### src/lcg2s_defs.vh
// Constants for the logic cell gate 2 input select block
// Contract
// - Bit 6 gates inverted input 4.
// - Bit 5 gates true input 3.
// - Bit 4 gates inverted input 3.
// - Bit 3 gates true input 2.
// - Bit 2 gates inverted input 2.
// - Bit 1 gates true input 1.
// - Each input picked by six-bit source field.
`ifndef LCG2S_DEFS_VH
`define LCG2S_DEFS_VH

// Register bus widths
`define LCG2S_ADDR_W        4
`define LCG2S_DATA_W        8

// Register offsets
`define LCG2S_OFS_GATE2SEL  4'h0
`define LCG2S_OFS_IN1SRC    4'h1
`define LCG2S_OFS_IN2SRC    4'h2
`define LCG2S_OFS_IN3SRC    4'h3
`define LCG2S_OFS_IN4SRC    4'h4
`define LCG2S_OFS_STATUS    4'h5

// Reset values
`define LCG2S_RST_GATE2SEL  8'h00
`define LCG2S_RST_SRC       6'h00

// Source selection field
`define LCG2S_SRC_W         6
`define LCG2S_SRC_N         64

// Gate 2 select field positions
`define LCG2S_IN1_INV_BIT   0
`define LCG2S_IN1_TRUE_BIT  1
`define LCG2S_IN2_INV_BIT   2
`define LCG2S_IN2_TRUE_BIT  3
`define LCG2S_IN3_INV_BIT   4
`define LCG2S_IN3_TRUE_BIT  5
`define LCG2S_IN4_INV_BIT   6
`define LCG2S_IN4_TRUE_BIT  7

// Status field positions
`define LCG2S_STAT_DATA_LSB 0
`define LCG2S_STAT_GATE_BIT 4

`endif

### src/lcg2s_src_sel.v
// One data input source selector of the logic cell
`timescale 1ns/100ps
`include "lcg2s_defs.vh"

module lcg2s_src_sel (
    // Source list, already synchronised
    input  wire [`LCG2S_SRC_N-1:0] srcBus,
    // Source selection field
    input  wire [`LCG2S_SRC_W-1:0] srcSel,
    // Chosen data input
    output wire                    dataOut
);

    // Pick one line of the source list by the field value
    assign dataOut = srcBus[srcSel];

endmodule

### src/lcg2s_top.v
// Gate 2 input gating stage of a configurable logic cell
//
// Local design decisions: the strobed register port and the register addresses.
`timescale 1ns/100ps
`include "lcg2s_defs.vh"

module lcg2s_top (
    // Clock and reset
    input  wire                     clk_sys,
    input  wire                     reset_n,
    // Register port
    input  wire [`LCG2S_ADDR_W-1:0] regAddr,
    input  wire [`LCG2S_DATA_W-1:0] regWrData,
    input  wire                     regWrEn,
    input  wire                     regRdEn,
    output reg  [`LCG2S_DATA_W-1:0] regRdData_r,
    // Cell input source list
    input  wire [`LCG2S_SRC_N-1:0]  srcBus,
    // Chosen data inputs, for the later stage
    output reg  [3:0]               dataIn_r,
    // Gate 2 output
    output reg                      secondGateOut_r
);

    // Gate 2 select register, one bit per gated term
    reg  [7:0]                gate2Sel_r;
    // Input source fields, one per data input
    reg  [`LCG2S_SRC_W-1:0]   in1Src_r;
    reg  [`LCG2S_SRC_W-1:0]   in2Src_r;
    reg  [`LCG2S_SRC_W-1:0]   in3Src_r;
    reg  [`LCG2S_SRC_W-1:0]   in4Src_r;
    // Source list synchroniser stages
    reg  [`LCG2S_SRC_N-1:0]   srcMeta_r;
    reg  [`LCG2S_SRC_N-1:0]   srcSync_r;
    // Selected data inputs, combinational
    wire [3:0]                dataSel;
    // Source fields packed for the generate loop
    wire [4*`LCG2S_SRC_W-1:0] srcFields;
    // Individual gated terms and their OR
    reg  [7:0]                gateTerm;
    reg                       gateNxt;
    // Read data next value
    reg  [`LCG2S_DATA_W-1:0]  rdData_nxt;
    // Address decode hits
    wire                      hitGate;
    wire                      hitIn1;
    wire                      hitIn2;
    wire                      hitIn3;
    wire                      hitIn4;
    wire                      hitStat;

    // Address compare, used for every register decode
    // Full-width equality, so no offset aliases another
    function addrHit;
        input [`LCG2S_ADDR_W-1:0] addr;
        input [`LCG2S_ADDR_W-1:0] ofs;
        begin
            addrHit = (addr == ofs);
        end
    endfunction

    // Widen a six-bit source field to a register byte
    function [`LCG2S_DATA_W-1:0] srcByte;
        input [`LCG2S_SRC_W-1:0] fld;
        begin
            srcByte = {2'h0, fld};
        end
    endfunction

    // Register decode
    // At most one hit is high for any offset
    assign hitGate = addrHit(regAddr, `LCG2S_OFS_GATE2SEL);
    assign hitIn1  = addrHit(regAddr, `LCG2S_OFS_IN1SRC);
    assign hitIn2  = addrHit(regAddr, `LCG2S_OFS_IN2SRC);
    assign hitIn3  = addrHit(regAddr, `LCG2S_OFS_IN3SRC);
    assign hitIn4  = addrHit(regAddr, `LCG2S_OFS_IN4SRC);
    assign hitStat = addrHit(regAddr, `LCG2S_OFS_STATUS);

    // Register writes; upper two source bits are not stored
    always @(posedge clk_sys or negedge reset_n) begin
        if (!reset_n) begin
            // Select and source fields come up cleared
            gate2Sel_r <= `LCG2S_RST_GATE2SEL;
            in1Src_r   <= `LCG2S_RST_SRC;
            in2Src_r   <= `LCG2S_RST_SRC;
            in3Src_r   <= `LCG2S_RST_SRC;
            in4Src_r   <= `LCG2S_RST_SRC;
        end else if (regWrEn) begin
            // Gate 2 select byte
            if (hitGate) begin
                gate2Sel_r <= regWrData;
            end
            // Data input source fields; byte bits 7:6 are dropped
            // Input 1 source field
            if (hitIn1) begin
                in1Src_r <= regWrData[`LCG2S_SRC_W-1:0];
            end
            // Input 2 source field
            if (hitIn2) begin
                in2Src_r <= regWrData[`LCG2S_SRC_W-1:0];
            end
            // Input 3 source field
            if (hitIn3) begin
                in3Src_r <= regWrData[`LCG2S_SRC_W-1:0];
            end
            // Input 4 source field
            if (hitIn4) begin
                in4Src_r <= regWrData[`LCG2S_SRC_W-1:0];
            end
            // Status and unmapped offsets ignore writes
        end
    end

    // Read data mux; unmapped offsets and unused bits read zero
    // Status shows the registered outputs, as the later stage sees them
    always @* begin
        rdData_nxt = {`LCG2S_DATA_W{1'b0}};
        if (regRdEn) begin
            if (hitGate) begin
                // Gate 2 select byte as written
                rdData_nxt = gate2Sel_r;
            end else if (hitIn1) begin
                // Source fields, upper two bits zero
                rdData_nxt = srcByte(in1Src_r);
            end else if (hitIn2) begin
                rdData_nxt = srcByte(in2Src_r);
            end else if (hitIn3) begin
                rdData_nxt = srcByte(in3Src_r);
            end else if (hitIn4) begin
                rdData_nxt = srcByte(in4Src_r);
            end else if (hitStat) begin
                // Live data inputs and gate output
                rdData_nxt[`LCG2S_STAT_DATA_LSB+3:`LCG2S_STAT_DATA_LSB] =
                    dataIn_r;
                rdData_nxt[`LCG2S_STAT_GATE_BIT] = secondGateOut_r;
            end else begin
                // Unmapped offsets
                rdData_nxt = {`LCG2S_DATA_W{1'b0}};
            end
        end
    end

    // Read data register, valid only the cycle after the strobe
    // Returns to zero in every cycle without a read
    always @(posedge clk_sys or negedge reset_n) begin
        if (!reset_n) begin
            regRdData_r <= {`LCG2S_DATA_W{1'b0}};
        end else begin
            regRdData_r <= rdData_nxt;
        end
    end

    // Two-stage synchroniser for the source list, which may hold pins
    // The first stage may go metastable; only the second is read
    always @(posedge clk_sys or negedge reset_n) begin
        if (!reset_n) begin
            srcMeta_r <= {`LCG2S_SRC_N{1'b0}};
            srcSync_r <= {`LCG2S_SRC_N{1'b0}};
        end else begin
            srcMeta_r <= srcBus;
            srcSync_r <= srcMeta_r;
        end
    end

    // Pack the source fields, input 1 in the low slice
    // Slice n-1 feeds data input n
    assign srcFields = {in4Src_r, in3Src_r, in2Src_r, in1Src_r};

    // One source selector per data input
    // Each selector reads only the second synchroniser stage
    genvar gi;
    generate
        for (gi = 0; gi < 4; gi = gi + 1) begin : gSrc
            lcg2s_src_sel uSel (
                .srcBus  (srcSync_r),
                .srcSel  (srcFields[gi*`LCG2S_SRC_W +: `LCG2S_SRC_W]),
                .dataOut (dataSel[gi])
            );
        end
    endgenerate

    // Gated terms: each select bit passes one true or inverted input
    // A select write reaches the gate output one edge later
    always @* begin
        gateTerm = 8'h00;
        // Input 4, true and inverted
        gateTerm[`LCG2S_IN4_TRUE_BIT] =
            gate2Sel_r[`LCG2S_IN4_TRUE_BIT] & dataSel[3];
        gateTerm[`LCG2S_IN4_INV_BIT] =
            gate2Sel_r[`LCG2S_IN4_INV_BIT] & ~dataSel[3];
        // Input 3, true and inverted
        gateTerm[`LCG2S_IN3_TRUE_BIT] =
            gate2Sel_r[`LCG2S_IN3_TRUE_BIT] & dataSel[2];
        gateTerm[`LCG2S_IN3_INV_BIT] =
            gate2Sel_r[`LCG2S_IN3_INV_BIT] & ~dataSel[2];
        // Input 2, true and inverted
        gateTerm[`LCG2S_IN2_TRUE_BIT] =
            gate2Sel_r[`LCG2S_IN2_TRUE_BIT] & dataSel[1];
        gateTerm[`LCG2S_IN2_INV_BIT] =
            gate2Sel_r[`LCG2S_IN2_INV_BIT] & ~dataSel[1];
        // Input 1, true and inverted
        gateTerm[`LCG2S_IN1_TRUE_BIT] =
            gate2Sel_r[`LCG2S_IN1_TRUE_BIT] & dataSel[0];
        gateTerm[`LCG2S_IN1_INV_BIT] =
            gate2Sel_r[`LCG2S_IN1_INV_BIT] & ~dataSel[0];
        // Gate combines the passed terms; no term gives zero
        gateNxt = |gateTerm;
    end

    // Registered gate output and chosen inputs
    // Registering keeps the outputs free of decode glitches
    // Chosen inputs and gate output move on the same edge
    always @(posedge clk_sys or negedge reset_n) begin
        if (!reset_n) begin
            // Outputs idle low through reset
            dataIn_r        <= 4'h0;
            secondGateOut_r <= 1'b0;
        end else begin
            dataIn_r        <= dataSel;
            secondGateOut_r <= gateNxt;
        end
    end

endmodule

### config.mk
export PLATFORM = sky130hd
export DESIGN_NAME = lcg2s_top
export DESIGN_NICKNAME = d
export VERILOG_FILES = /design/src/lcg2s_src_sel.v /design/src/lcg2s_top.v
export VERILOG_INCLUDE_DIRS = /design/src
export SDC_FILE = /design/constraint.sdc
export NUM_CORES = 1
export LEC_CHECK = 0
export BUFFER_PORTS_ARGS = -buffer_cell sky130_fd_sc_hd__buf_2
export CORE_MARGIN = 1.5
export CORE_UTILIZATION = 55
export CTS_CLUSTER_DIAMETER = 100
export DETAILED_ROUTE_END_ITERATION = 10
export PLACE_DENSITY = 0.79
export SKIP_CTS_REPAIR_TIMING = 1
export SLEW_MARGIN = 10
export SYNTH_ARGS = -nofsm -noshare
export SYNTH_HDL_FRONTEND = slang
export SYNTH_HIERARCHICAL = 1
export SYNTH_SLANG_ARGS = --single-unit
### constraint.sdc
create_clock -name clk_sys -period 4.99 [get_ports clk_sys]
set_input_delay 0.2495 -clock clk_sys [delete_from_list [all_inputs] [get_ports clk_sys]]
set_output_delay 0.2495 -clock clk_sys [all_outputs]
set_load 0.01 [all_outputs]
==> results of run 1 <==
[cell usage in the layout, fill, tap and decap left out, types with 13 or more instances in the layout]
master,synthesis,routed
sky130_fd_sc_hd__dfrtp_1,173,173
sky130_fd_sc_hd__mux4_2,44,44
sky130_fd_sc_hd__nor2_1,28,28
sky130_fd_sc_hd__mux2_2,30,30
sky130_fd_sc_hd__buf_2,14,91
sky130_fd_sc_hd__mux2i_1,34,34
sky130_fd_sc_hd__inv_1,17,17
sky130_fd_sc_hd__nand2_1,14,14
sky130_fd_sc_hd__clkbuf_16,0,17
sky130_fd_sc_hd__dlygate4sd3_1,0,65
sky130_fd_sc_hd__nor4_1,13,13
[sequential cells by signal, indices dropped and copies added (netlist names)]
name,count
dataIn_r,4
gate2Sel_r,8
in1Src_r,6
in2Src_r,6
in3Src_r,6
in4Src_r,6
regRdData_r,8
secondGateOut_r,1
srcMeta_r,64
srcSync_r,64
[per-layer routing]
metal | vias to the layer above | GRT usage | share of wire | routed length, um
met3 | 59 | 0.06085 | 0.070 | 1340
met5 | - | 0 | 0 | 0
li1 | 2264 | - | - | -
met4 | 0 | 0.1382 | 0.047 | 901
met2 | 294 | 0.4240 | 0.50 | 9500
met1 | 2651 | 0.3658 | 0.39 | 7434
[worst max-delay path, delay by kind of cell, from the launching register on]
family / cells / cell delay (ns)
flops: 1 / 0.98
compound gates: 3 / 0.64
mux: 2 / 0.62
simple gates: 2 / 0.24
[cell families after synthesis]
kind of cell | after synthesis | synth area share
buffers and inverters | 46 | 0.03146
AOI/OAI and AO/OA | 64 | 0.07066
DFF | 173 | 0.5699
muxes | 118 | 0.2454
and+or+nand+nor | 116 | 0.08252
[worst paths after layout]
path | cells past startpoint | endpoint | start
min in group asynchronous | 2 | srcMeta_r[27]$_DFF_PN0_ | reset_n
max reg2reg | 7 | secondGateOut_r$_DFF_PN0_ | in2Src_r[1]$_DFFE_PN0P_
min | 2 | gate2Sel_r[7]$_DFFE_PN0P_ | regWrData[7]
max in group asynchronous | 3 | srcSync_r[37]$_DFF_PN0_ | reset_n
max | 7 | secondGateOut_r$_DFF_PN0_ | in2Src_r[1]$_DFFE_PN0P_
min reg2reg | 0 | srcSync_r[18]$_DFF_PN0_ | srcMeta_r[18]$_DFF_PN0_
[power by group through the flow]
| stage | clock, mW | combinational, mW | sequential [mW] |
|---|---|---|---|
| after CTS | 1.29 | 0.862 | 1.78 |
| after detailed placement | 0 | 0.856 | 1.80 |
| final | 1.27 | 0.902 | 1.79 |
| after floorplan | 0 | 0.699 | 1.65 |
| after global placement | 0 | 0.843 | 1.79 |
| after global routing | 1.36 | 0.974 | 1.80 |
[area by class of cell]
class	instances	area (um^2)
clock buffer	19	452.9
clock inverter	13	127.6
fill	883	3964
inverter	17	63.81
multi-input combinational	298	3028
sequential	173	4329
tap	176	220.2
timing repair buffer	163	1162
[through the flow]
step	setup WS, ns	std cells
2_1_floorplan	3.045	517
3_3_place_gp	2.424	762
3_5_place_dp	2.410	762
4_1_cts	2.387	794
5_1_grt	2.227	859
6_report	2.372	859
==> flow_metrics.py, run 1 <==
metrics = {
    "status": {
        "status": "finished, final reports clean",
    },
    "sta": {
        "timing_hold_violations_final": 0,
        "report.final.setup_viol": 0,
        "post_route_clock_period_utilization": 0.5246,
        "period_minus_slack_ns": 2.618,
        "fin_setup_tns_ns": 0,
        "timing.max_slew.rel_slack": 0.3312,
        "slew_viol_final": 0,
        "timing.fmax_mhz": 382.0,
        "clock_tree_skew_after_final_layout_ns": 0.006284,
        "rsz0062_at_grt": "false",
        "final.hold.worst_slack_ns": 0.05565,
        "worst_slew_pin_slew_ns": 1.003,
    },
    "setup_path": {
        "crit_arrival_ns": 2.91,
        "crit_top_cell": "sky130_fd_sc_hd__a211oi_2",
        "criticalPathCategory": "flip-flop to flip-flop",
        "startpoint_type": "flip-flop",
        "ff2ff_setup_slack_ns": 2.37,
        "critical_path.endpoint_type": "flip-flop",
        "critical_path.slowest_cell": "sky130_fd_sc_hd__dfrtp_1",
        "cp_cell_sequence": "mux4_1 > o2111ai_1 > nand3_1 > a211oi_2 > a211oi_2 > mux2i_1 > nand4_1",
        "worst_ep_required_time_ns": 5.29,
        "worst-path-max-fanout": 21,
        "critical_path.max_stage_delay_ns": 0.98,
    },
    "synthesis": {
        "avgSynthCellArea_um2": 14.69,
        "ys_ff_latch": 173,
        "synth_ff_type": "sky130_fd_sc_hd__dfrtp_1",
        "syn_area_um2": 7596,
        "post-synth-top-count-cell": "sky130_fd_sc_hd__dfrtp_1",
        "top_cells_by_count_synth": "sky130_fd_sc_hd__dfrtp_1, sky130_fd_sc_hd__mux4_2, sky130_fd_sc_hd__mux2i_1",
        "synth_top_area_share": 0.5699,
        "netlist_instances": 517,
        "synth_top_cell_by_area": "sky130_fd_sc_hd__dfrtp_1",
        "synth_cell_type_count": 43,
        "synth_top_cells_by_area": "sky130_fd_sc_hd__dfrtp_1, sky130_fd_sc_hd__mux4_2, sky130_fd_sc_hd__mux2i_1, sky130_fd_sc_hd__mux2_2, sky130_fd_sc_hd__mux4_1",
        "synth.yosys.warnings": 6,
        "post_synthesis_async_set_or_reset_flop_share": 1.000,
        "synth.yosys.seq_area_share": 0.5699,
        "synth.net_count": 597,
        "synth_enable_flop_cells": 0,
    },
    "detailed_routing": {
        "wl_mm": 19.18,
        "drt_iter0_markers": 491,
        "dr_total_vias": 5268,
        "drt_pass1_iterations": 5,
        "final_antenna_net_count": 0,
        "detail_route.vias_per_cell": 6.133,
        "average_detailed_routed_wire_length_per_instance_um": 22.32,
        "drc_errors": 0,
    },
    "die": {
        "initial_core_utilization": 0.5691,
        "core_area_um2": 13350,
        "die_width_um": 120.5,
        "die_h_um": 120.5,
        "fp-row-count": 42,
        "boundaryPins": 93,
        "dieArea_um2": 14530,
    },
    "cts": {
        "tritoncts": "built",
        "clkSlewWorstSetupHoldPaths_ns": 0.07,
        "clk_root_buffer_cell": "sky130_fd_sc_hd__clkbuf_16",
        "tritoncts.num_buffers": 17,
        "clkSinkCount": 173,
        "max_h_tree_level": 4,
        "worstSkewPairLatency_ns": 0.43,
        "cts_max_path_buffers": 2,
    },
    "pwr": {
        "p_sw_mw": 1.218,
        "total_leakage_power_nw": 4.072,
        "netSwitchingFraction": 0.3076,
        "p_int_mw": 2.741,
        "power.share.clock": 0.321,
        "seq_power_share": 0.451,
        "design_power_total_mw": 3.959,
        "irDropWorstVdd_uv": 303.7,
        "p_per_area_nw_per_um2": 421.9,
        "power_frac_comb": 0.228,
    },
    "layout": {
        "post_route_cells_drive_above_1_share": 0.3353,
        "fin_util": 0.7030,
        "num_antenna_cells": 0,
        "final_instance_area_um2": 9384,
        "nets": 750,
        "layout-area-overhead-vs-synth_pct": 23.54,
    },
    "global_routing": {
        "antenna_found_initial": 0,
        "groute.usage.overall": 0.2729,
        "first_global_vias": 4992,
        "grt_pass1_wl_mm": 28.99,
        "global_route.overflow_total": 0,
        "grt_max_degree": 88,
    },
    "job": {
        "max_capacitance_violation_total": 0,
    },
    "place": {
        "post_dp_hpwl_mm": 12.88,
        "global_placer_s_final_weighted_congestion": 0.9260,
        "place.port_buffers": 92,
        "placement.cell_area_um2": 8153,
    },
    "worst_hold_path": {
        "hold_path.class": "primary input to flip-flop",
    },
}
(Power assumes the default switching activity.)
==> run 2, diff against run 1 <==
--- a/config.mk
+++ b/config.mk
@@ -6,6 +6,7 @@
 export SDC_FILE = /design/constraint.sdc
 export NUM_CORES = 1
 export LEC_CHECK = 0
+export ABC_AREA = 1
 export BUFFER_PORTS_ARGS = -buffer_cell sky130_fd_sc_hd__buf_2
 export CORE_MARGIN = 1.5
 export CORE_UTILIZATION = 55
==> constraint.sdc (replaced) <==
create_clock -name clk_sys -period 2.75 [get_ports clk_sys]
set_input_delay 0.1375 -clock clk_sys [delete_from_list [all_inputs] [get_ports clk_sys]]
set_output_delay 0.1375 -clock clk_sys [all_outputs]
set_load 0.01 [all_outputs]
==> run 2 against run 1 <==
Net effect: register-to-register slack got worse by 1.7 ns; sequential power rose by 73%; maximum frequency rose by 23%; setup slack got worse by 1.7 ns; flip-flop and latch count did not move; clock skew rose by 0.0089 ns; sequential share of layout area fell by 1.5 points; total power rose by 89%; die area rose by 5.0%.
==> flow_metrics.py, run 2 <==
metrics = {
    "pwr": {
        "irDropWorstVdd_uv": 822.9,
        "p_per_area_nw_per_um2": 770.0,
        "total_leakage_power_nw": 4.808,
    },
    "sta": {
        "clock_tree_skew_after_final_layout_ns": 0.01521,
        "period_minus_slack_ns": 2.124,
        "timing.max_slew.rel_slack": 0.5332,
        "report.final.setup_viol": 0,
        "slew_viol_final": 0,
        "fin_setup_tns_ns": 0,
        "post_route_clock_period_utilization": 0.7725,
        "rsz0062_at_grt": "false",
        "timing_hold_violations_final": 0,
        "timing.fmax_mhz": 470.7,
        "worst_slew_pin_slew_ns": 0.7002,
    },
    "setup_path": {
        "crit_top_cell": "sky130_fd_sc_hd__nand2_1",
        "worst-path-max-fanout": 20,
        "ff2ff_setup_slack_ns": 0.63,
        "critical_path.slowest_cell": "sky130_fd_sc_hd__dfrtp_1",
        "worst_ep_required_time_ns": 3.05,
        "worst_path_dominant_cell_family": "simple AND/OR/NAND/NOR gates",
        "critical_path.max_stage_delay_ns": 0.72,
        "criticalPathCategory": "flip-flop to flip-flop",
        "crit_arrival_ns": 2.43,
        "startpoint_type": "flip-flop",
        "cp_cell_sequence": "buf_4 > nand2_1 > nand3_1 > nand3_1 > nand2_1 > nand2_1 > nand3_1 > nand3_1 > nand2_1 > nand2_1 > o21ai_0 > nand4_1",
        "critical_path.endpoint_type": "flip-flop",
        "critical_path_buf_inv_count": 1,
    },
    "cts": {
        "cts_max_path_buffers": 2,
        "tritoncts": "built",
        "tritoncts.num_buffers": 17,
        "clkSlewWorstSetupHoldPaths_ns": 0.06,
        "max_h_tree_level": 4,
        "clk_root_buffer_cell": "sky130_fd_sc_hd__clkbuf_16",
        "worstSkewPairLatency_ns": 0.44,
        "clkSinkCount": 173,
    },
    "detailed_routing": {
        "final_antenna_net_count": 0,
        "wl_mm": 22.11,
        "average_detailed_routed_wire_length_per_instance_um": 17.09,
        "drt_iter0_markers": 1014,
        "drc_errors": 0,
        "detail_route.vias_per_cell": 5.571,
        "drt_pass1_iterations": 6,
        "dr_total_vias": 7209,
    },
    "synthesis": {
        "post-synth-top-count-cell": "sky130_fd_sc_hd__nand2_1",
        "synth_enable_flop_cells": 0,
        "synth.yosys.warnings": 6,
        "synth.yosys.seq_area_share": 0.5422,
        "synth_top_area_share": 0.5422,
        "ys_ff_latch": 173,
        "netlist_instances": 956,
        "top_cells_by_count_synth": "sky130_fd_sc_hd__nand2_1, sky130_fd_sc_hd__nand3_1, sky130_fd_sc_hd__dfrtp_1",
        "syn_area_um2": 7984,
        "synth_ff_type": "sky130_fd_sc_hd__dfrtp_1",
        "avgSynthCellArea_um2": 8.351,
        "synth.net_count": 1036,
        "post_synthesis_async_set_or_reset_flop_share": 1.000,
        "synth_cell_type_count": 24,
        "synth_top_cells_by_area": "sky130_fd_sc_hd__dfrtp_1, sky130_fd_sc_hd__nand2_1, sky130_fd_sc_hd__nand3_1, sky130_fd_sc_hd__buf_6, sky130_fd_sc_hd__buf_4",
        "synth_top_cell_by_area": "sky130_fd_sc_hd__dfrtp_1",
    },
    "place": {
        "post_dp_hpwl_mm": 14.34,
        "global_placer_s_final_weighted_congestion": 0.9966,
        "place.port_buffers": 92,
        "place_inst": 1195,
    },
    "die": {
        "core_area_um2": 14040,
        "die_h_um": 123.5,
        "boundaryPins": 93,
        "die_width_um": 123.5,
        "initial_core_utilization": 0.5686,
        "dieArea_um2": 15250,
        "fp-row-count": 43,
    },
    "layout": {
        "layout.cells.non_filler": 1294,
        "top_flop_regs": "srcMeta_r: 64 flops, srcSync_r: 64 flops",
        "nets": 1181,
        "num_antenna_cells": 0,
        "mostFrequentLayoutCell": "sky130_fd_sc_hd__nand2_1",
        "layout-area-overhead-vs-synth_pct": 21.50,
        "final.fill_count": 1103,
        "multiInputGateArea_um2": 3047,
        "fin_util": 0.6908,
        "layout_common_cells": "sky130_fd_sc_hd__nand2_1, sky130_fd_sc_hd__nand3_1, sky130_fd_sc_hd__dfrtp_1",
        "sequential_cell_area_um2": 4329,
        "post_route_cells_drive_above_1_share": 0.1535,
    },
    "global_routing": {
        "grt_pass1_wl_mm": 33.51,
        "antenna_found_initial": 0,
        "grt_max_degree": 76,
        "groute.usage.overall": 0.2979,
        "first_global_vias": 6302,
        "global_route.overflow_total": 0,
    },
    "worst_hold_path": {
        "hold_path.class": "primary input to flip-flop",
    },
    "job": {
        "max_capacitance_violation_total": 0,
    },
    "status": {
        "status": "finished, final reports clean",
    },
}
==> run 2: cell types whose count changed in the layout (fill, tap and decap cells not counted), sizes merged, moves of 12 or more <==
cell,previous run,this run
a211oi,12,0
inv,22,49
mux2,36,0
mux2i,34,3
mux4,48,0
nand2,15,383
nand3,9,237
nor2,30,14
nor4,13,0
o21ai,11,38
==> run 2: worst paths after layout <==
| check | startpoint | endpoint | cells past startpoint |
|---|---|---|---|
| min in group asynchronous | reset_n | srcMeta_r[52]$_DFF_PN0_ | 2 |
| max in group asynchronous | reset_n | srcSync_r[39]$_DFF_PN0_ | 3 |
| worst max register to register | in4Src_r[0]$_DFFE_PN0P_ | secondGateOut_r$_DFF_PN0_ | 12 |
| worst min-delay path | regRdEn | regRdData_r[6]$_DFF_PN0_ | 3 |
| worst max-delay path | in4Src_r[0]$_DFFE_PN0P_ | secondGateOut_r$_DFF_PN0_ | 12 |
| worst min register to register | srcMeta_r[5]$_DFF_PN0_ | srcSync_r[5]$_DFF_PN0_ | 0 |
==> run 2: stage by stage <==
stage | cell area, um^2 | worst slack (ns) | hold slack [ns] | total power, mW
3_3_place_gp | 8403 | 0.7616 | 0.2002 | 4.799
6_report | 9701 | 0.6257 | 0.004947 | 7.469
2_1_floorplan | 7984 | 1.189 | -0.1581 | 4.345
5_1_grt | 9701 | 0.3868 | 0.002841 | 7.856
3_5_place_dp | 8403 | 0.6906 | 0.2115 | 4.833
4_1_cts | 9030 | 0.6748 | -0.2453 | 7.352
==> run 2: logic make-up after synthesis <==
kind of cell	after synthesis	synth area share
compound gates	51	0.03526
mux	3	0.003761
buf+inv	93	0.07616
simple gates	636	0.3426
flops	173	0.5422
==> run 2: routing by layer <==
metal	vias up	track usage	wire, um
met4	0	0.1451	887
met3	79	0.08672	2398
met2	456	0.4399	10070
li1	3385	-	-
met5	-	0	0
met1	3289	0.4047	8756
==> run 2: final cells by class <==
type | count | share of cell area
flip-flops and latches | 173 | 0.4463
well taps | 180 | 0.02322
clock buffers | 20 | 0.04708
clock inverters | 12 | 0.01754
repair buffers | 176 | 0.1317
inverters | 43 | 0.02012
multi-input cells | 690 | 0.3141
==> run 2: worst reg2reg max path, stage by stage, from the launching register on <==
cell	delay, ns
sky130_fd_sc_hd__dfrtp_1	0.72
sky130_fd_sc_hd__buf_4	0.35
sky130_fd_sc_hd__nand2_1	0.09
sky130_fd_sc_hd__nand3_1	0.09
sky130_fd_sc_hd__nand3_1	0.07
sky130_fd_sc_hd__nand2_1	0.09
sky130_fd_sc_hd__nand2_1	0.05
sky130_fd_sc_hd__nand3_1	0.07
sky130_fd_sc_hd__nand3_1	0.07
sky130_fd_sc_hd__nand2_1	0.14
sky130_fd_sc_hd__nand2_1	0.07
sky130_fd_sc_hd__o21ai_0	0.07
sky130_fd_sc_hd__nand4_1	0.11
==> run 2: where the power goes <==
part           total (mW)  leakage (nW)  switching (mW)  internal (mW)
clock network        2.53         0.305            1.03           1.50
logic                1.85          2.44            1.18          0.665
registers            3.09          2.06           0.315           2.78
